## src/verilog/tmc_pkg.sv

```systemverilog
// Constants shared by the timer module common core.
// Assumes an 8-bit register port and a 4-bit register address.
package tmc_pkg;

  // Register offsets
  localparam logic [3:0] TMC_OFS_CTRL0 = 4'h0;
  localparam logic [3:0] TMC_OFS_CTRL1 = 4'h1;
  localparam logic [3:0] TMC_OFS_CNT_LO = 4'h2;
  localparam logic [3:0] TMC_OFS_CNT_HI = 4'h3;
  localparam logic [3:0] TMC_OFS_CMPA_LO = 4'h4;
  localparam logic [3:0] TMC_OFS_CMPA_HI = 4'h5;
  localparam logic [3:0] TMC_OFS_CMPB_LO = 4'h6;
  localparam logic [3:0] TMC_OFS_CMPB_HI = 4'h7;
  localparam logic [3:0] TMC_OFS_CMPP_LO = 4'h8;
  localparam logic [3:0] TMC_OFS_CMPP_HI = 4'h9;
  localparam logic [3:0] TMC_OFS_INT_STATUS = 4'ha;
  localparam logic [3:0] TMC_OFS_INT_MASK = 4'hb;
  localparam logic [3:0] TMC_OFS_PIN_FUNC = 4'hc;
  localparam logic [3:0] TMC_OFS_PORT_DATA = 4'hd;

  // Control 0 fields
  localparam int TMC_CTRL0_RUN_BIT = 3;
  localparam int TMC_CTRL0_SEL_LSB = 4;
  localparam int TMC_CTRL0_EDGE_BIT = 0;
  // Control 1 fields
  localparam int TMC_CTRL1_MODE_LSB = 6;
  localparam int TMC_CTRL1_ACT_LSB = 4;
  localparam int TMC_CTRL1_CCLR_BIT = 3;
  // Status / mask bit positions
  localparam int TMC_INT_P_BIT = 0;
  localparam int TMC_INT_A_BIT = 1;
  localparam int TMC_INT_B_BIT = 2;
  // Pin function and port data bit positions
  localparam int TMC_PIN0_BIT = 0;
  localparam int TMC_PIN1_BIT = 1;

  // Reset values
  localparam logic [7:0] TMC_RST_CTRL0 = 8'h00;
  localparam logic [7:0] TMC_RST_CTRL1 = 8'h00;
  localparam logic [7:0] TMC_RST_PIN_FUNC = 8'h01;
  localparam logic [7:0] TMC_RST_PORT_DATA = 8'h00;
  localparam logic [7:0] TMC_RST_INT = 8'h00;

  // Clock select codes
  localparam logic [2:0] TMC_CK_SYS_DIV4 = 3'h0;
  localparam logic [2:0] TMC_CK_SYS = 3'h1;
  localparam logic [2:0] TMC_CK_HIGH_DIV16 = 3'h2;
  localparam logic [2:0] TMC_CK_HIGH_DIV64 = 3'h3;
  localparam logic [2:0] TMC_CK_LOW = 3'h4;
  localparam logic [2:0] TMC_CK_NONE = 3'h5;
  localparam logic [2:0] TMC_CK_EXT_A = 3'h6;
  localparam logic [2:0] TMC_CK_EXT_B = 3'h7;

  // Prescaler terminal counts
  localparam logic [5:0] TMC_DIV4_MASK = 6'h03;
  localparam logic [5:0] TMC_DIV16_MASK = 6'h0f;
  localparam logic [5:0] TMC_DIV64_MASK = 6'h3f;

  // Variants
  localparam int TMC_VAR_COMPACT = 0;
  localparam int TMC_VAR_STANDARD = 1;
  localparam int TMC_VAR_ENHANCED = 2;

  typedef enum logic [1:0] {
    TMC_MODE_COMPARE,
    TMC_MODE_TIMER,
    TMC_MODE_PWM,
    TMC_MODE_SINGLE
  } tmc_mode_t;

  typedef enum logic [1:0] {
    TMC_ACT_NONE,
    TMC_ACT_LOW,
    TMC_ACT_HIGH,
    TMC_ACT_TOGGLE
  } tmc_act_t;

endpackage

```

## src/verilog/tmc_core.sv

```systemverilog
// Timer module common core: clock select, counter, comparators A/B/P,
// compare interrupts, output pin control with inversion.
// Assumes a same-clock register master; pins are asynchronous.
`timescale 1ns/1ps

module tmc_core
  import tmc_pkg::*;
#(
  parameter int P_VARIANT = TMC_VAR_ENHANCED,
  parameter int P_CNT_W = 10
) (
  input wire logic i_clk,
  input wire logic i_rst_b,
  input wire logic [3:0] i_addr,
  input wire logic [7:0] i_wdata,
  input wire logic i_wr,
  input wire logic i_rd,
  output logic [7:0] o_rdata,
  input wire logic i_low_clk,
  input wire logic i_ext_count_in,
  output logic [1:0] o_timer_out_pin,
  output logic [1:0] o_timer_out_pin_oe,
  output logic o_irq
);

  ////////////////////////////////////////////////////////////////////////
  // Elaboration checks

  if (P_VARIANT < TMC_VAR_COMPACT || P_VARIANT > TMC_VAR_ENHANCED) begin : g_bad_variant
    $error("tmc_core: unknown variant");
  end
  if (P_CNT_W < 9 || P_CNT_W > 16) begin : g_bad_width
    $error("tmc_core: counter width must be 9 to 16");
  end

  localparam logic HAS_B = (P_VARIANT == TMC_VAR_ENHANCED);
  localparam logic HAS_SINGLE = (P_VARIANT != TMC_VAR_COMPACT);

  function automatic logic [P_CNT_W-1:0] put_byte(input logic [P_CNT_W-1:0] word, input logic hi,
                                                  input logic [7:0] data);
    logic [15:0] w;
    w = 16'(word);
    if (hi) begin
      w[15:8] = data;
    end else begin
      w[7:0] = data;
    end
    put_byte = w[P_CNT_W-1:0];
  endfunction

  function automatic logic [7:0] get_byte(input logic [P_CNT_W-1:0] word, input logic hi);
    logic [15:0] w;
    w = 16'(word);
    get_byte = hi ? w[15:8] : w[7:0];
  endfunction

  ////////////////////////////////////////////////////////////////////////
  // Registers

  logic [7:0] ctrl0;
  logic [7:0] ctrl1;
  logic [P_CNT_W-1:0] cnt;
  logic [P_CNT_W-1:0] cmp_a;
  logic [P_CNT_W-1:0] cmp_b;
  logic [P_CNT_W-1:0] cmp_p;
  logic [2:0] int_status;
  logic [2:0] int_mask;
  logic [1:0] pin_func;
  logic [1:0] port_data;
  logic out_state;
  logic [5:0] prescale;
  logic low_s1, low_s2, low_s3;
  logic ext_s1, ext_s2, ext_s3;

  wire logic wr_ctrl0 = i_wr && (i_addr == TMC_OFS_CTRL0);
  wire logic wr_ctrl1 = i_wr && (i_addr == TMC_OFS_CTRL1);
  wire logic wr_cmpa = i_wr && (i_addr == TMC_OFS_CMPA_LO || i_addr == TMC_OFS_CMPA_HI);
  wire logic wr_cmpb = i_wr && HAS_B && (i_addr == TMC_OFS_CMPB_LO || i_addr == TMC_OFS_CMPB_HI);
  wire logic wr_cmpp = i_wr && (i_addr == TMC_OFS_CMPP_LO || i_addr == TMC_OFS_CMPP_HI);
  wire logic wr_status = i_wr && (i_addr == TMC_OFS_INT_STATUS);
  wire logic wr_mask = i_wr && (i_addr == TMC_OFS_INT_MASK);
  wire logic wr_pin = i_wr && (i_addr == TMC_OFS_PIN_FUNC);
  wire logic wr_port = i_wr && (i_addr == TMC_OFS_PORT_DATA);
  wire logic wr_hi = i_addr[0];

  wire logic run = ctrl0[TMC_CTRL0_RUN_BIT];
  wire logic [2:0] clk_src_sel = ctrl0[TMC_CTRL0_SEL_LSB +: 3];
  wire logic edge_fall = ctrl0[TMC_CTRL0_EDGE_BIT];
  wire logic [1:0] mode_raw = ctrl1[TMC_CTRL1_MODE_LSB +: 2];
  wire logic [1:0] act_raw = ctrl1[TMC_CTRL1_ACT_LSB +: 2];
  wire logic clr_on_a = ctrl1[TMC_CTRL1_CCLR_BIT];

  ////////////////////////////////////////////////////////////////////////
  // Pin synchronisers and edge detection

  // Third stage only feeds the edge detectors
  always_ff @(posedge i_clk) begin
    low_s1 <= i_low_clk;
    low_s2 <= low_s1;
    low_s3 <= low_s2;
    ext_s1 <= i_ext_count_in;
    ext_s2 <= ext_s1;
    ext_s3 <= ext_s2;
  end

  wire logic low_edge = low_s2 && !low_s3;
  wire logic ext_edge = edge_fall ? (!ext_s2 && ext_s3) : (ext_s2 && !ext_s3);

  ////////////////////////////////////////////////////////////////////////
  // Clock source selection

  always_ff @(posedge i_clk) begin
    if (!i_rst_b) begin
      prescale <= 6'h00;
    end else begin
      prescale <= prescale + 6'h01;
    end
  end

  logic tick_src;
  always_comb begin
    case (clk_src_sel)
      TMC_CK_SYS_DIV4: tick_src = (prescale & TMC_DIV4_MASK) == TMC_DIV4_MASK;
      TMC_CK_SYS: tick_src = 1'b1;
      TMC_CK_HIGH_DIV16: tick_src = (prescale & TMC_DIV16_MASK) == TMC_DIV16_MASK;
      TMC_CK_HIGH_DIV64: tick_src = prescale == TMC_DIV64_MASK;
      TMC_CK_LOW: tick_src = low_edge;
      TMC_CK_NONE: tick_src = 1'b0;
      TMC_CK_EXT_A, TMC_CK_EXT_B: tick_src = ext_edge;
      default: tick_src = 1'b0;
    endcase
  end

  // Stopped or disconnected source gives no tick
  wire logic tick = run && tick_src;

  ////////////////////////////////////////////////////////////////////////
  // Counter and compare

  tmc_mode_t mode;
  always_comb begin
    case (mode_raw)
      2'h0: mode = TMC_MODE_COMPARE;
      2'h1: mode = TMC_MODE_TIMER;
      2'h2: mode = TMC_MODE_PWM;
      2'h3: mode = HAS_SINGLE ? TMC_MODE_SINGLE : TMC_MODE_COMPARE;
      default: mode = TMC_MODE_COMPARE;
    endcase
  end

  // Match is seen on the tick that leaves the value
  wire logic match_a = tick && (cnt == cmp_a);
  wire logic match_b = tick && HAS_B && (cnt == cmp_b);
  wire logic match_p = tick && (cnt == cmp_p);
  wire logic clr_cnt = (mode == TMC_MODE_PWM) ? match_p : (clr_on_a ? match_a : match_p);
  wire logic single_end = (mode == TMC_MODE_SINGLE) && match_a;

  always_ff @(posedge i_clk) begin
    if (!i_rst_b) begin
      cnt <= '0;
    end else if (tick) begin
      cnt <= clr_cnt ? '0 : cnt + P_CNT_W'(1);
    end
  end

  ////////////////////////////////////////////////////////////////////////
  // Interrupt status, set wins over clear

  wire logic [2:0] int_set = {match_b, match_a, match_p};
  wire logic [2:0] int_clr = wr_status ? i_wdata[2:0] : 3'h0;
  wire logic [2:0] next_int_status = ((int_status & ~int_clr) | int_set) & {HAS_B, 2'h3};

  always_ff @(posedge i_clk) begin
    if (!i_rst_b) begin
      int_status <= TMC_RST_INT[2:0];
      o_irq <= 1'b0;
    end else begin
      int_status <= next_int_status;
      o_irq <= |(next_int_status & int_mask);
    end
  end

  ////////////////////////////////////////////////////////////////////////
  // Output waveform

  tmc_act_t act;
  assign act = tmc_act_t'(act_raw);

  logic next_out;
  always_comb begin
    next_out = out_state;
    case (mode)
      TMC_MODE_COMPARE: begin
        if (match_a) begin
          case (act)
            TMC_ACT_LOW: next_out = 1'b0;
            TMC_ACT_HIGH: next_out = 1'b1;
            TMC_ACT_TOGGLE: next_out = !out_state;
            default: next_out = out_state;
          endcase
        end
      end
      TMC_MODE_PWM: next_out = run && (cnt < cmp_a);
      TMC_MODE_SINGLE: next_out = run && !single_end;
      default: next_out = 1'b0;
    endcase
  end

  wire logic [1:0] pin_level = {2{out_state}} ^ port_data;

  always_ff @(posedge i_clk) begin
    if (!i_rst_b) begin
      out_state <= 1'b0;
      o_timer_out_pin <= 2'h0;
      o_timer_out_pin_oe <= 2'h0;
    end else begin
      out_state <= next_out;
      o_timer_out_pin <= pin_level & pin_func;
      o_timer_out_pin_oe <= pin_func;
    end
  end

  ////////////////////////////////////////////////////////////////////////
  // Register writes

  always_ff @(posedge i_clk) begin
    if (!i_rst_b) begin
      ctrl0 <= TMC_RST_CTRL0;
    end else if (wr_ctrl0) begin
      ctrl0 <= i_wdata;
    end else if (single_end) begin
      ctrl0[TMC_CTRL0_RUN_BIT] <= 1'b0;
    end
  end

  always_ff @(posedge i_clk) begin
    if (!i_rst_b) begin
      ctrl1 <= TMC_RST_CTRL1;
      cmp_a <= '0;
      cmp_b <= '0;
      cmp_p <= '0;
      int_mask <= TMC_RST_INT[2:0];
      pin_func <= TMC_RST_PIN_FUNC[1:0];
      port_data <= TMC_RST_PORT_DATA[1:0];
    end else begin
      if (wr_ctrl1) ctrl1 <= i_wdata;
      if (wr_cmpa) cmp_a <= put_byte(cmp_a, wr_hi, i_wdata);
      if (wr_cmpb) cmp_b <= put_byte(cmp_b, wr_hi, i_wdata);
      if (wr_cmpp) cmp_p <= put_byte(cmp_p, wr_hi, i_wdata);
      if (wr_mask) int_mask <= i_wdata[2:0] & {HAS_B, 2'h3};
      if (wr_pin) pin_func <= i_wdata[TMC_PIN1_BIT:TMC_PIN0_BIT];
      if (wr_port) port_data <= i_wdata[TMC_PIN1_BIT:TMC_PIN0_BIT];
    end
  end

  ////////////////////////////////////////////////////////////////////////
  // Register reads

  logic [7:0] rd_mux;
  always_comb begin
    case (i_addr)
      TMC_OFS_CTRL0: rd_mux = ctrl0;
      TMC_OFS_CTRL1: rd_mux = ctrl1;
      TMC_OFS_CNT_LO, TMC_OFS_CNT_HI: rd_mux = get_byte(cnt, wr_hi);
      TMC_OFS_CMPA_LO, TMC_OFS_CMPA_HI: rd_mux = get_byte(cmp_a, wr_hi);
      TMC_OFS_CMPB_LO, TMC_OFS_CMPB_HI: rd_mux = get_byte(cmp_b, wr_hi);
      TMC_OFS_CMPP_LO, TMC_OFS_CMPP_HI: rd_mux = get_byte(cmp_p, wr_hi);
      TMC_OFS_INT_STATUS: rd_mux = {5'h00, int_status};
      TMC_OFS_INT_MASK: rd_mux = {5'h00, int_mask};
      TMC_OFS_PIN_FUNC: rd_mux = {6'h00, pin_func};
      TMC_OFS_PORT_DATA: rd_mux = {6'h00, port_data};
      default: rd_mux = 8'h00;
    endcase
  end

  always_ff @(posedge i_clk) begin
    if (!i_rst_b) begin
      o_rdata <= 8'h00;
    end else begin
      // Read data stands one cycle, zero otherwise
      o_rdata <= i_rd ? rd_mux : 8'h00;
    end
  end

endmodule

```

## config.mk

```make
export PLATFORM = sky130hd
export DESIGN_NAME = tmc_core
export DESIGN_NICKNAME = d
export VERILOG_FILES = /design/src/verilog/tmc_pkg.sv /design/src/verilog/tmc_core.sv
export SDC_FILE = /design/constraint.sdc
export NUM_CORES = 1
export LEC_CHECK = 0
export ABC_CLOCK_PERIOD_IN_PS = 2900
export BUFFER_PORTS_ARGS = -buffer_cell sky130_fd_sc_hd__buf_4
export CAP_MARGIN = 10
export CORE_MARGIN = 3
export CORE_UTILIZATION = 50
export CTS_BUF_LIST = sky130_fd_sc_hd__clkbuf_4 sky130_fd_sc_hd__clkbuf_8
export CTS_CLUSTER_SIZE = 24
export DETAILED_ROUTE_END_ITERATION = 12
export PLACE_DENSITY_LB_ADDON = 0.1
export SLEW_MARGIN = 20
export SYNTH_ARGS = -nofsm -noshare
export SYNTH_HDL_FRONTEND = slang
export SYNTH_SLANG_ARGS = --single-unit
```

## constraint.sdc

```tcl
create_clock -name i_clk -period 2.9 [get_ports i_clk]
set_clock_uncertainty 0.15 [all_clocks]
set_input_delay 0.29 -clock i_clk [delete_from_list [all_inputs] [get_ports i_clk]]
set_output_delay 0.29 -clock i_clk [all_outputs]
set_load 0.02 [all_outputs]
```

==> results.ini, run 1 <==
[sta]
setup-violations-final = 0
tightest_slew_ns = 0.626
period_minus_slack_ns = 2.30
fin_ws_ns = 0.603
rsz0062_at_grt = no
fmax_mhz = 435
slew_headroom = 0.581
hold_violations = 0
fin_tns_setup_ns = 0
period_share = 0.792
finalMaxSlewViolations = 0

[power]
p_per_area_nw_per_um2 = 486
p_total_mw = 2.47
irDropWorstVdd_mv = 0.279
leakagePower_nw = 1.94

[die]
die_x_um = 101
num_rows = 34
dieArea_um2 = 10300
core_um2 = 8810
io_pins = 31
start_util = 0.517
die_h_um = 101

[clock_network]
cts_root_buf = clkbuf_8
cts_tree = built
clock_latency_ns = 0.36
cts-htree-levels = 3
ctsResizeCount = 0
numCtsBuffers = 9
path_clk_slew_ns = 0.09
clockBufferDepth = 2
clock-sinks = 92

[worst_setup_path]
crit_type = reg -> reg
cp.required_ns = 3.00
cp-end-kind = register
cp-start-kind = register
path_max_fanout = 11
worst_ep_arrival_time_ns = 2.40

[placement]
gp_congestion = 0.941
dp.cells = 652
dp_hpwl_um = 8910
post-place-ws_ns = 0.666
io_buffers = 30

[yosys]
synth_area_um2 = 4560
synth_nets = 573
ys_ff_latch = 92
syn_avg_cell_area_um2 = 8.42
synth_cell_types = 52
synth_area_leader_cell = dfxtp_1
syn_inst = 541
synth_area_leaders = dfxtp_1 (40%), mux2i_1 (7.9%), a21oi_1 (5.3%)
yosys_warnings = 0
synthFlopType = dfxtp_1
synth_edf_count = 0
ys_top_cells_by_count = dfxtp_1 (92), nand2_1 (62), nor2_1 (53), a21oi_1 (48), nand3_1 (37)
yosysSeqAreaShare = 0.404
yosys.area.top_type_share = 0.404
yosysMostFrequentCell = dfxtp_1
postSynth.asyncResetShare = 0

[detailed_routing]
vias_per_cell = 5.91
drtAntennaViolNets = 0
first_pass_iters = 5
drc_errors = 0
totalWireLength_um = 12200
wire_per_inst_um = 18.3
drt_first_iter_violations = 259
vias = 3956

[run_status]
run_status = complete, no violations

[grt]
groute.usage.overall = 0.245
grt_start_max_net_pins = 34
grt_remaining_overflow = 0
antenna_found_initial = 0
grt_pass1_wl_um = 19400
grt_pass1_vias = 3639

[layout]
layout.cells.non_filler = 669
drive_gt1_frac = 0.112
num_antenna_cells = 0
finalNetCount = 589
syn_to_final_growth_pct = 11.6
fin_util = 0.577

[worst_hold_path]
hold_path_class = in -> reg

[run]
max-cap-violations = 0

==> critical path, cell delays in order, from the launching register on <==
cell	delay (ns)
dfxtp_1	0.43
or4b_1	0.15
nand4_1	0.49
and3_1	0.48
a21o_1	0.21
a221o_1	0.29
==> cells in the final DEF, fill, tap and decap left out, drive strengths merged, types with 14 or more instances in the layout <==
| cell type | synthesis | final |
|---|---|---|
| a21oi | 48 | 48 |
| buf | 6 | 40 |
| dfxtp | 92 | 92 |
| ha | 14 | 14 |
| inv | 18 | 20 |
| mux2i | 36 | 36 |
| nand2 | 62 | 62 |
| nand3 | 38 | 38 |
| nand4 | 16 | 16 |
| nor2 | 53 | 53 |
| xor2 | 21 | 21 |
==> power by group <==
part | leakage, nW | internal, mW | switching, mW | total [mW]
Sequential | 0.745 | 1.28 | 0.0157 | 1.30
Combinational | 1.08 | 0.0700 | 0.131 | 0.201
Clock | 0.108 | 0.491 | 0.477 | 0.969
Total | 1.94 | 1.84 | 0.624 | 2.47
==> worst paths after layout <==
path                         start                     to  slack [ns]  cells after the start
min reg2reg         low_s1$_DFF_P_         low_s2$_DFF_P_        0.19                      0
max          ctrl0[5]$_SDFFE_PN0P_       o_irq$_SDFF_PN0_        0.60                      5
max reg2reg  ctrl0[5]$_SDFFE_PN0P_       o_irq$_SDFF_PN0_        0.60                      5
min                     i_wdata[4]  ctrl1[4]$_SDFFE_PN0P_        0.06                      3
==> metal layers <==
| metal | vias up | routed length [um] | track usage |
|---|---|---|---|
| li1 | 1923 | - | - |
| met1 | 1868 | 5480 | 0.327 |
| met2 | 137 | 5730 | 0.397 |
| met3 | 28 | 686 | 0.0337 |
| met4 | 0 | 318 | 0.105 |
| met5 | - | 0 | 0 |
==> layout make-up <==
| class | count | area [um2] |
|---|---|---|
| clock buffer | 9 | 124 |
| clock inverter | 6 | 96.3 |
| fill | 856 | 3720 |
| inverter | 19 | 71.3 |
| multi-input combinational | 393 | 2490 |
| sequential | 92 | 1840 |
| tap | 108 | 135 |
| timing repair buffer | 42 | 320 |
==> stage by stage <==
step | cell area [um2] | hold slack (ns)
final | 5080 | 0.0570
after detailed placement | 4840 | 0.176
after global placement | 4840 | 0.160
after floorplan | 4560 | 0.160
after global routing | 5080 | 0.0534
after CTS | 5080 | 0.0450
==> sequential cells by signal (all words and copies together), names as in the netlist, 2 cells and up <==
register            count
pin_func                2
ctrl0                   8
int_mask                3
prescale                6
o_timer_out_pin_oe      2
o_timer_out_pin         2
o_rdata                 8
cmp_p                  10
cmp_b                  10
cmp_a                  10
port_data               2
int_status              3
ctrl1                   8
cnt                    10
==> what timing repair did <==
action | 4_1_cts | 5_1_grt
endpoints found under the hold margin | 2 | 0
hold buffers | 2 | 0
buffers inserted | 0 | 0
==> logic make-up (layout without fill, tap and decap cells) <==
kind of cell / Yosys count / in the layout / share of synthesized area
and+or+nand+nor: 209 / 209 / 0.222
AOI/OAI and AO/OA: 99 / 99 / 0.134
DFF: 92 / 92 / 0.404
buffers and inverters: 56 / 76 / 0.0489
muxes: 38 / 38 / 0.0890
xor gates and xnor gates: 33 / 33 / 0.0634
adders and majority gates: 14 / 14 / 0.0384
(Power assumes the default switching activity.)
==> run 2, diff against run 1 <==
- ABC_AREA: default -> 1
- ABC_CLOCK_PERIOD_IN_PS: 2900 -> 2280
- clock period: 2.9 -> 2.28 ns (I/O delays scaled with it)
==> run 2 against run 1 <==
  * Clock power grew 11%
  * Largest cell class unchanged
  * Synthesized cell count up 18%
  * Sequential cell count is the same
  * Global-route usage is 0.061 points higher
  * Via count increased by 8.4%
  * Fmax grew 13%
==> results.ini, run 2 <==
[run_status]
run_status = complete, no violations

[yosys]
postSynth.asyncResetShare = 0  ; unchanged
synth_edf_count = 0  ; unchanged
synthFlopType = dfxtp_1
synth_area_leader_cell = dfxtp_1
yosysMostFrequentCell = nand2_1
synth_nets = 671  ; +17%
yosysSeqAreaShare = 0.406  ; +0.00201
ys_ff_latch = 92  ; unchanged
yosys_warnings = 0  ; unchanged
synth_cell_types = 33  ; -37%
ys_top_cells_by_count = nand2_1 (123), dfxtp_1 (92), inv_1 (90), o21ai_0 (74), a21oi_1 (67)
syn_avg_cell_area_um2 = 7.10  ; -16%
synth_area_um2 = 4530  ; -0.49%
synth_area_leaders = dfxtp_1 (41%), nand2_1 (10%), o21ai_0 (8.2%)
syn_inst = 639  ; +18%
yosys.area.top_type_share = 0.406  ; +0.00201

[sta]
rsz0062_at_grt = no
hold_violations = 0  ; unchanged
fin_tns_setup_ns = 0  ; unchanged
finalMaxSlewViolations = 0  ; unchanged
period_minus_slack_ns = 2.03  ; -0.268 ns
period_share = 0.890  ; +0.0977
fmax_mhz = 493  ; +13%
setup-violations-final = 0  ; unchanged
tightest_slew_ns = 0.521  ; -0.105 ns
whs_ns = 0.0340  ; -0.0230 ns
slew_headroom = 0.652  ; +0.0707

[detailed_routing]
drtAntennaViolNets = 0  ; unchanged
vias_per_cell = 5.45  ; -7.8%
drt_first_iter_violations = 343  ; +32%
vias = 4289  ; +8.4%
totalWireLength_um = 12100  ; -0.77%
drc_errors = 0  ; unchanged
first_pass_iters = 5  ; unchanged
wire_per_inst_um = 15.4  ; -16%

[clock_network]
cts_tree = built
path_clk_slew_ns = 0.10  ; about the same
clock_latency_ns = 0.36  ; about the same
clock-sinks = 92  ; unchanged
numCtsBuffers = 9  ; unchanged
cts-htree-levels = 3  ; unchanged
cts_root_buf = clkbuf_8
clockBufferDepth = 2  ; unchanged
cts_setup_buffers = 0  ; unchanged

[worst_setup_path]
cp-end-kind = register
path_cells = inv_1 -> nor3_1 -> nand4_1 -> nor2_2 -> xor2_1 -> nor2_1
cp.required_ns = 2.38  ; -0.62 ns
worst_ep_arrival_time_ns = 2.13  ; -0.27 ns
critPathTopFamily = simple AND/OR/NAND/NOR gates
worst-path-buf-inv = 1  ; +1
cp_slowest_cell = dfxtp_1
path_max_fanout = 7  ; -4
crit_type = reg -> reg
cp-start-kind = register
max_stage_delay_ns = 0.44  ; -0.05 ns

[layout]
final_common_cell = nand2_1
syn_to_final_growth_pct = 12.6
finalNetCount = 706  ; +20%
drive_gt1_frac = 0.130  ; +0.0173
stdcell_area_um2 = 5110  ; +0.44%
num_antenna_cells = 0  ; unchanged
final_cell_mix = nand2_1 (123), dfxtp_1 (92), inv_1 (90)
fin_util = 0.583  ; +0.00537

[die]
io_pins = 31  ; unchanged
start_util = 0.517  ; about the same
num_rows = 34  ; unchanged
dieArea_um2 = 10200  ; -0.46%
die_x_um = 101  ; -0.23%
core_um2 = 8760  ; -0.48%
die_h_um = 101  ; -0.23%

[grt]
antenna_found_initial = 0  ; unchanged
groute.usage.overall = 0.246  ; +0.000607
grt_pass1_vias = 3882  ; +6.7%
grt_pass1_wl_um = 19700  ; +1.4%
grt_remaining_overflow = 0  ; unchanged
grt_start_max_net_pins = 42  ; +24%

[placement]
place_area_um2 = 4880  ; +0.77%
dp_hpwl_um = 9060  ; +1.6%
io_buffers = 30  ; unchanged
gp_congestion = 0.927  ; -1.4%

[power]
p_per_area_nw_per_um2 = 589  ; +21%
p_total_mw = 3.01  ; +22%
irDropWorstVdd_mv = 0.467  ; +67%
leakagePower_nw = 2.12  ; +9.6%

[run]
max-cap-violations = 0  ; unchanged

[worst_hold_path]
hold_path_class = in -> reg

-- run 2: path summary, 6_finish.rpt --
check / start / to / slack (ns) / depth (start not counted)
worst max-delay path: cnt[0]$_SDFFE_PN0P_ / cnt[5]$_SDFFE_PN0P_ / 0.25 / 6
worst min-delay path: i_wdata[4] / cmp_b[4]$_SDFFE_PN0P_ / 0.03 / 3
worst max register to register: cnt[0]$_SDFFE_PN0P_ / cnt[5]$_SDFFE_PN0P_ / 0.25 / 6
worst min register to register: ext_s1$_DFF_P_ / ext_s2$_DFF_P_ / 0.18 / 0
-- run 2: through the flow --
step | std cells | setup slack [ns]
6_report | 787 | 0.251
5_1_grt | 787 | 0.0574
4_1_cts | 787 | 0.241
3_5_place_dp | 768 | 0.266
3_3_place_gp | 768 | 0.323
2_1_floorplan | 639 | 0.514
-- run 2: cell type report --
cell class / instances / area (um2)
well taps: 108 / 135
fillers: 848 / 3660
multi-input cells: 434 / 2250
inverters: 93 / 349
repair buffers: 44 / 338
flip-flops and latches: 92 / 1840
clock buffers: 10 / 138
clock inverters: 6 / 55.1
-- run 2: kinds of logic after synthesis --
| family | share of synthesized area |
|---|---|
| buf+inv | 0.0982 |
| simple gates | 0.241 |
| fa+ha+maj | 0.0386 |
| xor+xnor | 0.0116 |
| compound gates | 0.204 |
| flops | 0.406 |
-- run 2: report_power, final --
part / switching [mW] / internal, mW / total, mW / leakage [nW]
sequential: 0.0228 / 1.64 / 1.66 / 0.746
combinational: 0.176 / 0.0880 / 0.264 / 1.28
clock: 0.635 / 0.448 / 1.08 / 0.0929
-- run 2: worst reg2reg max path, stage by stage (launching register included) --
cell and delay [ns]:
dfxtp_1 0.44, inv_1 0.19, nor3_1 0.38, nand4_1 0.22, nor2_2 0.27, xor2_1 0.21
nor2_1 0.07
-- run 2: routing by layer --
| layer | track usage | part of all wire | wire length (um) | vias up |
|---|---|---|---|---|
| met3 | 0.0393 | 0.061 | 741 | 22 |
| met5 | 0 | 0 | 0 | - |
| met2 | 0.378 | 0.45 | 5420 | 159 |
| met1 | 0.347 | 0.47 | 5650 | 1947 |
| li1 | - | - | - | 2161 |
| met4 | 0.0930 | 0.026 | 310 | 0 |
-- run 2: repair_timing --
action,in CTS,in global routing
hold endpoints to repair,3,0
hold buffers,3,0
setup endpoints to repair,0,2
resized for setup,0,1
==> run 3, diff against run 2 <==
- SETUP_SLACK_MARGIN: default -> 0.3
==> run 3 against run 2 <==
  * Core utilization increased by 1.3 points
  * Largest cell class unchanged
  * Clock-buffer cell count unchanged
  * Combinational power increased by 7%
  * Non-clock buffer count grew 6
  * First-iteration DRC count increased by 12%
  * Routed wire length rose by 1.5%
  * Register-to-register slack gained 0.13 ns
  * Sequential power hardly changed
  * Sequential cell count is the same
  * Via count rose by 0.93%
  * Highest routed layer unchanged
==> results.ini, run 3 (synthesis results as in run 2) <==
[worst_setup_path]
crit_type = reg -> reg
reg2reg_slack_ns = 0.38  ; +0.13 ns
reg2reg_to = cnt[5]$_SDFFE_PN0P_
cp-start-kind = register
reg2reg_depth = 10  ; +4
worstReg2RegStart = prescale[0]$_SDFF_PN0_
worst_ep_arrival_time_ns = 2.00  ; -0.13 ns
worstSetupStartpoint = prescale[0]$_SDFF_PN0_
cp-endpoint = cnt[5]$_SDFFE_PN0P_
cp-end-kind = register
cp.required_ns = 2.38  ; about the same
path_max_fanout = 5  ; -2

[clock_network]
numCtsBuffers = 9  ; unchanged
path_clk_slew_ns = 0.10  ; about the same
cts_root_buf = clkbuf_8
clock-sinks = 92  ; unchanged
cts-htree-levels = 3  ; unchanged
clock_latency_ns = 0.36  ; about the same
clockBufferDepth = 2  ; unchanged
cts_tree = built

[sta]
whs_ns = 0.0335  ; -0.000508 ns
rsz0062_at_grt = yes
tightest_slew_ns = 0.515  ; -0.00597 ns
period_minus_slack_ns = 1.90  ; -0.127 ns
setup-violations-final = 0  ; unchanged
hold_violations = 0  ; unchanged
fin_ws_ns = 0.379  ; +0.127 ns
fin_tns_setup_ns = 0  ; unchanged
slew_headroom = 0.656  ; +0.00399
period_share = 0.834  ; -0.0558
finalMaxSlewViolations = 0  ; unchanged
fmax_mhz = 526  ; +6.7%

[detailed_routing]
wire_per_inst_um = 15.5  ; +0.69%
drc_errors = 0  ; unchanged
first_pass_iters = 5  ; unchanged
vias = 4329  ; +0.93%
drt_first_iter_violations = 383  ; +12%
totalWireLength_um = 12300  ; +1.5%
drtAntennaViolNets = 0  ; unchanged
vias_per_cell = 5.46  ; +0.17%

[power]
switching_share = 0.278  ; +0.00135
p_per_area_nw_per_um2 = 581  ; -1.4%
power_frac_comb = 0.093  ; +0.005
p_clk_frac = 0.358  ; -0.002
intPower_mw = 2.19  ; +0.55%
leakagePower_nw = 2.16  ; +1.8%
irDropWorstVdd_mv = 0.467  ; +0.11%
seq_power_share = 0.549  ; -0.004
power.switching_uw = 844  ; +1.2%

[placement]
io_buffers = 30  ; unchanged
gp_congestion = 0.927  ; unchanged
post-place-ws_ns = 0.266  ; unchanged
dp_hpwl_um = 9060  ; unchanged

[die]
die_x_um = 101  ; unchanged
dieArea_um2 = 10200  ; unchanged
die_h_um = 101  ; unchanged
io_pins = 31  ; unchanged
num_rows = 34  ; unchanged
core_um2 = 8760  ; unchanged
start_util = 0.517  ; unchanged

[layout]
fin_util = 0.595  ; +0.0127
final_common_cell = nand2_1
final_cell_mix = nand2_1 (122), inv_1 (89), dfxtp_1 (86)
num_antenna_cells = 0  ; unchanged
finalNetCount = 712  ; +0.85%
drive_gt1_frac = 0.158  ; +0.0281
fillers = 839  ; -1.1%
syn_to_final_growth_pct = 15.1

[grt]
grt_start_max_net_pins = 42  ; unchanged
groute.usage.overall = 0.247  ; +0.00144
antenna_found_initial = 0  ; unchanged
grt_pass1_vias = 3897  ; +0.39%
grt_pass1_wl_um = 19800  ; +0.53%
grt_remaining_overflow = 0  ; unchanged

[run_status]
run_status = complete, no violations

[worst_hold_path]
hold_path_class = in -> reg

[run]
max-cap-violations = 0  ; unchanged

## run 3: worst max-delay path, cell delays in order, from the launching register on
cell	delay, ns
dfxtp_2	0.37
ha_4	0.15
nand2_2	0.07
nor2_4	0.11
nand3_2	0.07
nand2_2	0.08
buf_4	0.12
nand4_1	0.19
nor2_4	0.22
xor2_1	0.20
nor2_1	0.06
## run 3: cell type report
class,instances,area [um2],area share
clock inverters,6,55.1,0.0106
inverters,93,349,0.0669
multi-input cells,434,2300,0.442
clock buffers,10,138,0.0264
repair buffers,50,387,0.0741
flip-flops and latches,92,1850,0.354
well taps,108,135,0.0259
## run 3: worst min path at each step
stage	from	endpoint	slack (ns)	cells past startpoint
floorplan	i_ext_count_in	ext_s1$_DFF_P_	0.11	0
global placement	ext_s1$_DFF_P_	ext_s2$_DFF_P_	0.16	0
detailed placement	ext_s1$_DFF_P_	ext_s2$_DFF_P_	0.17	0
CTS	i_wdata[1]	pin_func[1]$_SDFFE_PN0P_	0.03	3
global route	i_wdata[1]	pin_func[1]$_SDFFE_PN0P_	0.05	3
finish	i_wdata[4]	cmp_b[4]$_SDFFE_PN0P_	0.03	3
## run 3: per-stage QoR
step	instances	area (um2)	total power, mW
6_report	793	5220	3.03
3_3_place_gp	768	4880	1.95
4_1_cts	789	5120	3.02
3_5_place_dp	768	4880	1.96
2_1_floorplan	639	4530	1.86
5_1_grt	793	5220	3.14
## run 3: power by group through the flow
| stage | registers, mW | logic, mW | clock network (mW) |
|---|---|---|---|
| global placement | 1.70 | 0.253 | 0 |
| global route | 1.67 | 0.317 | 1.15 |
| floorplan | 1.70 | 0.163 | 0 |
| detailed placement | 1.70 | 0.256 | 0 |
| CTS | 1.66 | 0.263 | 1.10 |
| finish | 1.66 | 0.283 | 1.08 |
## run 3: per-layer routing
metal | vias up | share of wire | track usage | wire length (um)
met1 | 1965 | 0.45 | 0.348 | 5570
met2 | 168 | 0.46 | 0.384 | 5600
li1 | 2177 | - | - | -
met3 | 19 | 0.069 | 0.0393 | 852
met4 | 0 | 0.022 | 0.0879 | 272
met5 | - | 0 | 0 | 0
## run 3: timing repair
item,in CTS,in global routing
hold buffers,3,0
gates resized for setup,1,20
buffers inserted,2,4
pin swaps,1,7
endpoints found under the setup margin,3,13
endpoints found under the hold margin,3,0
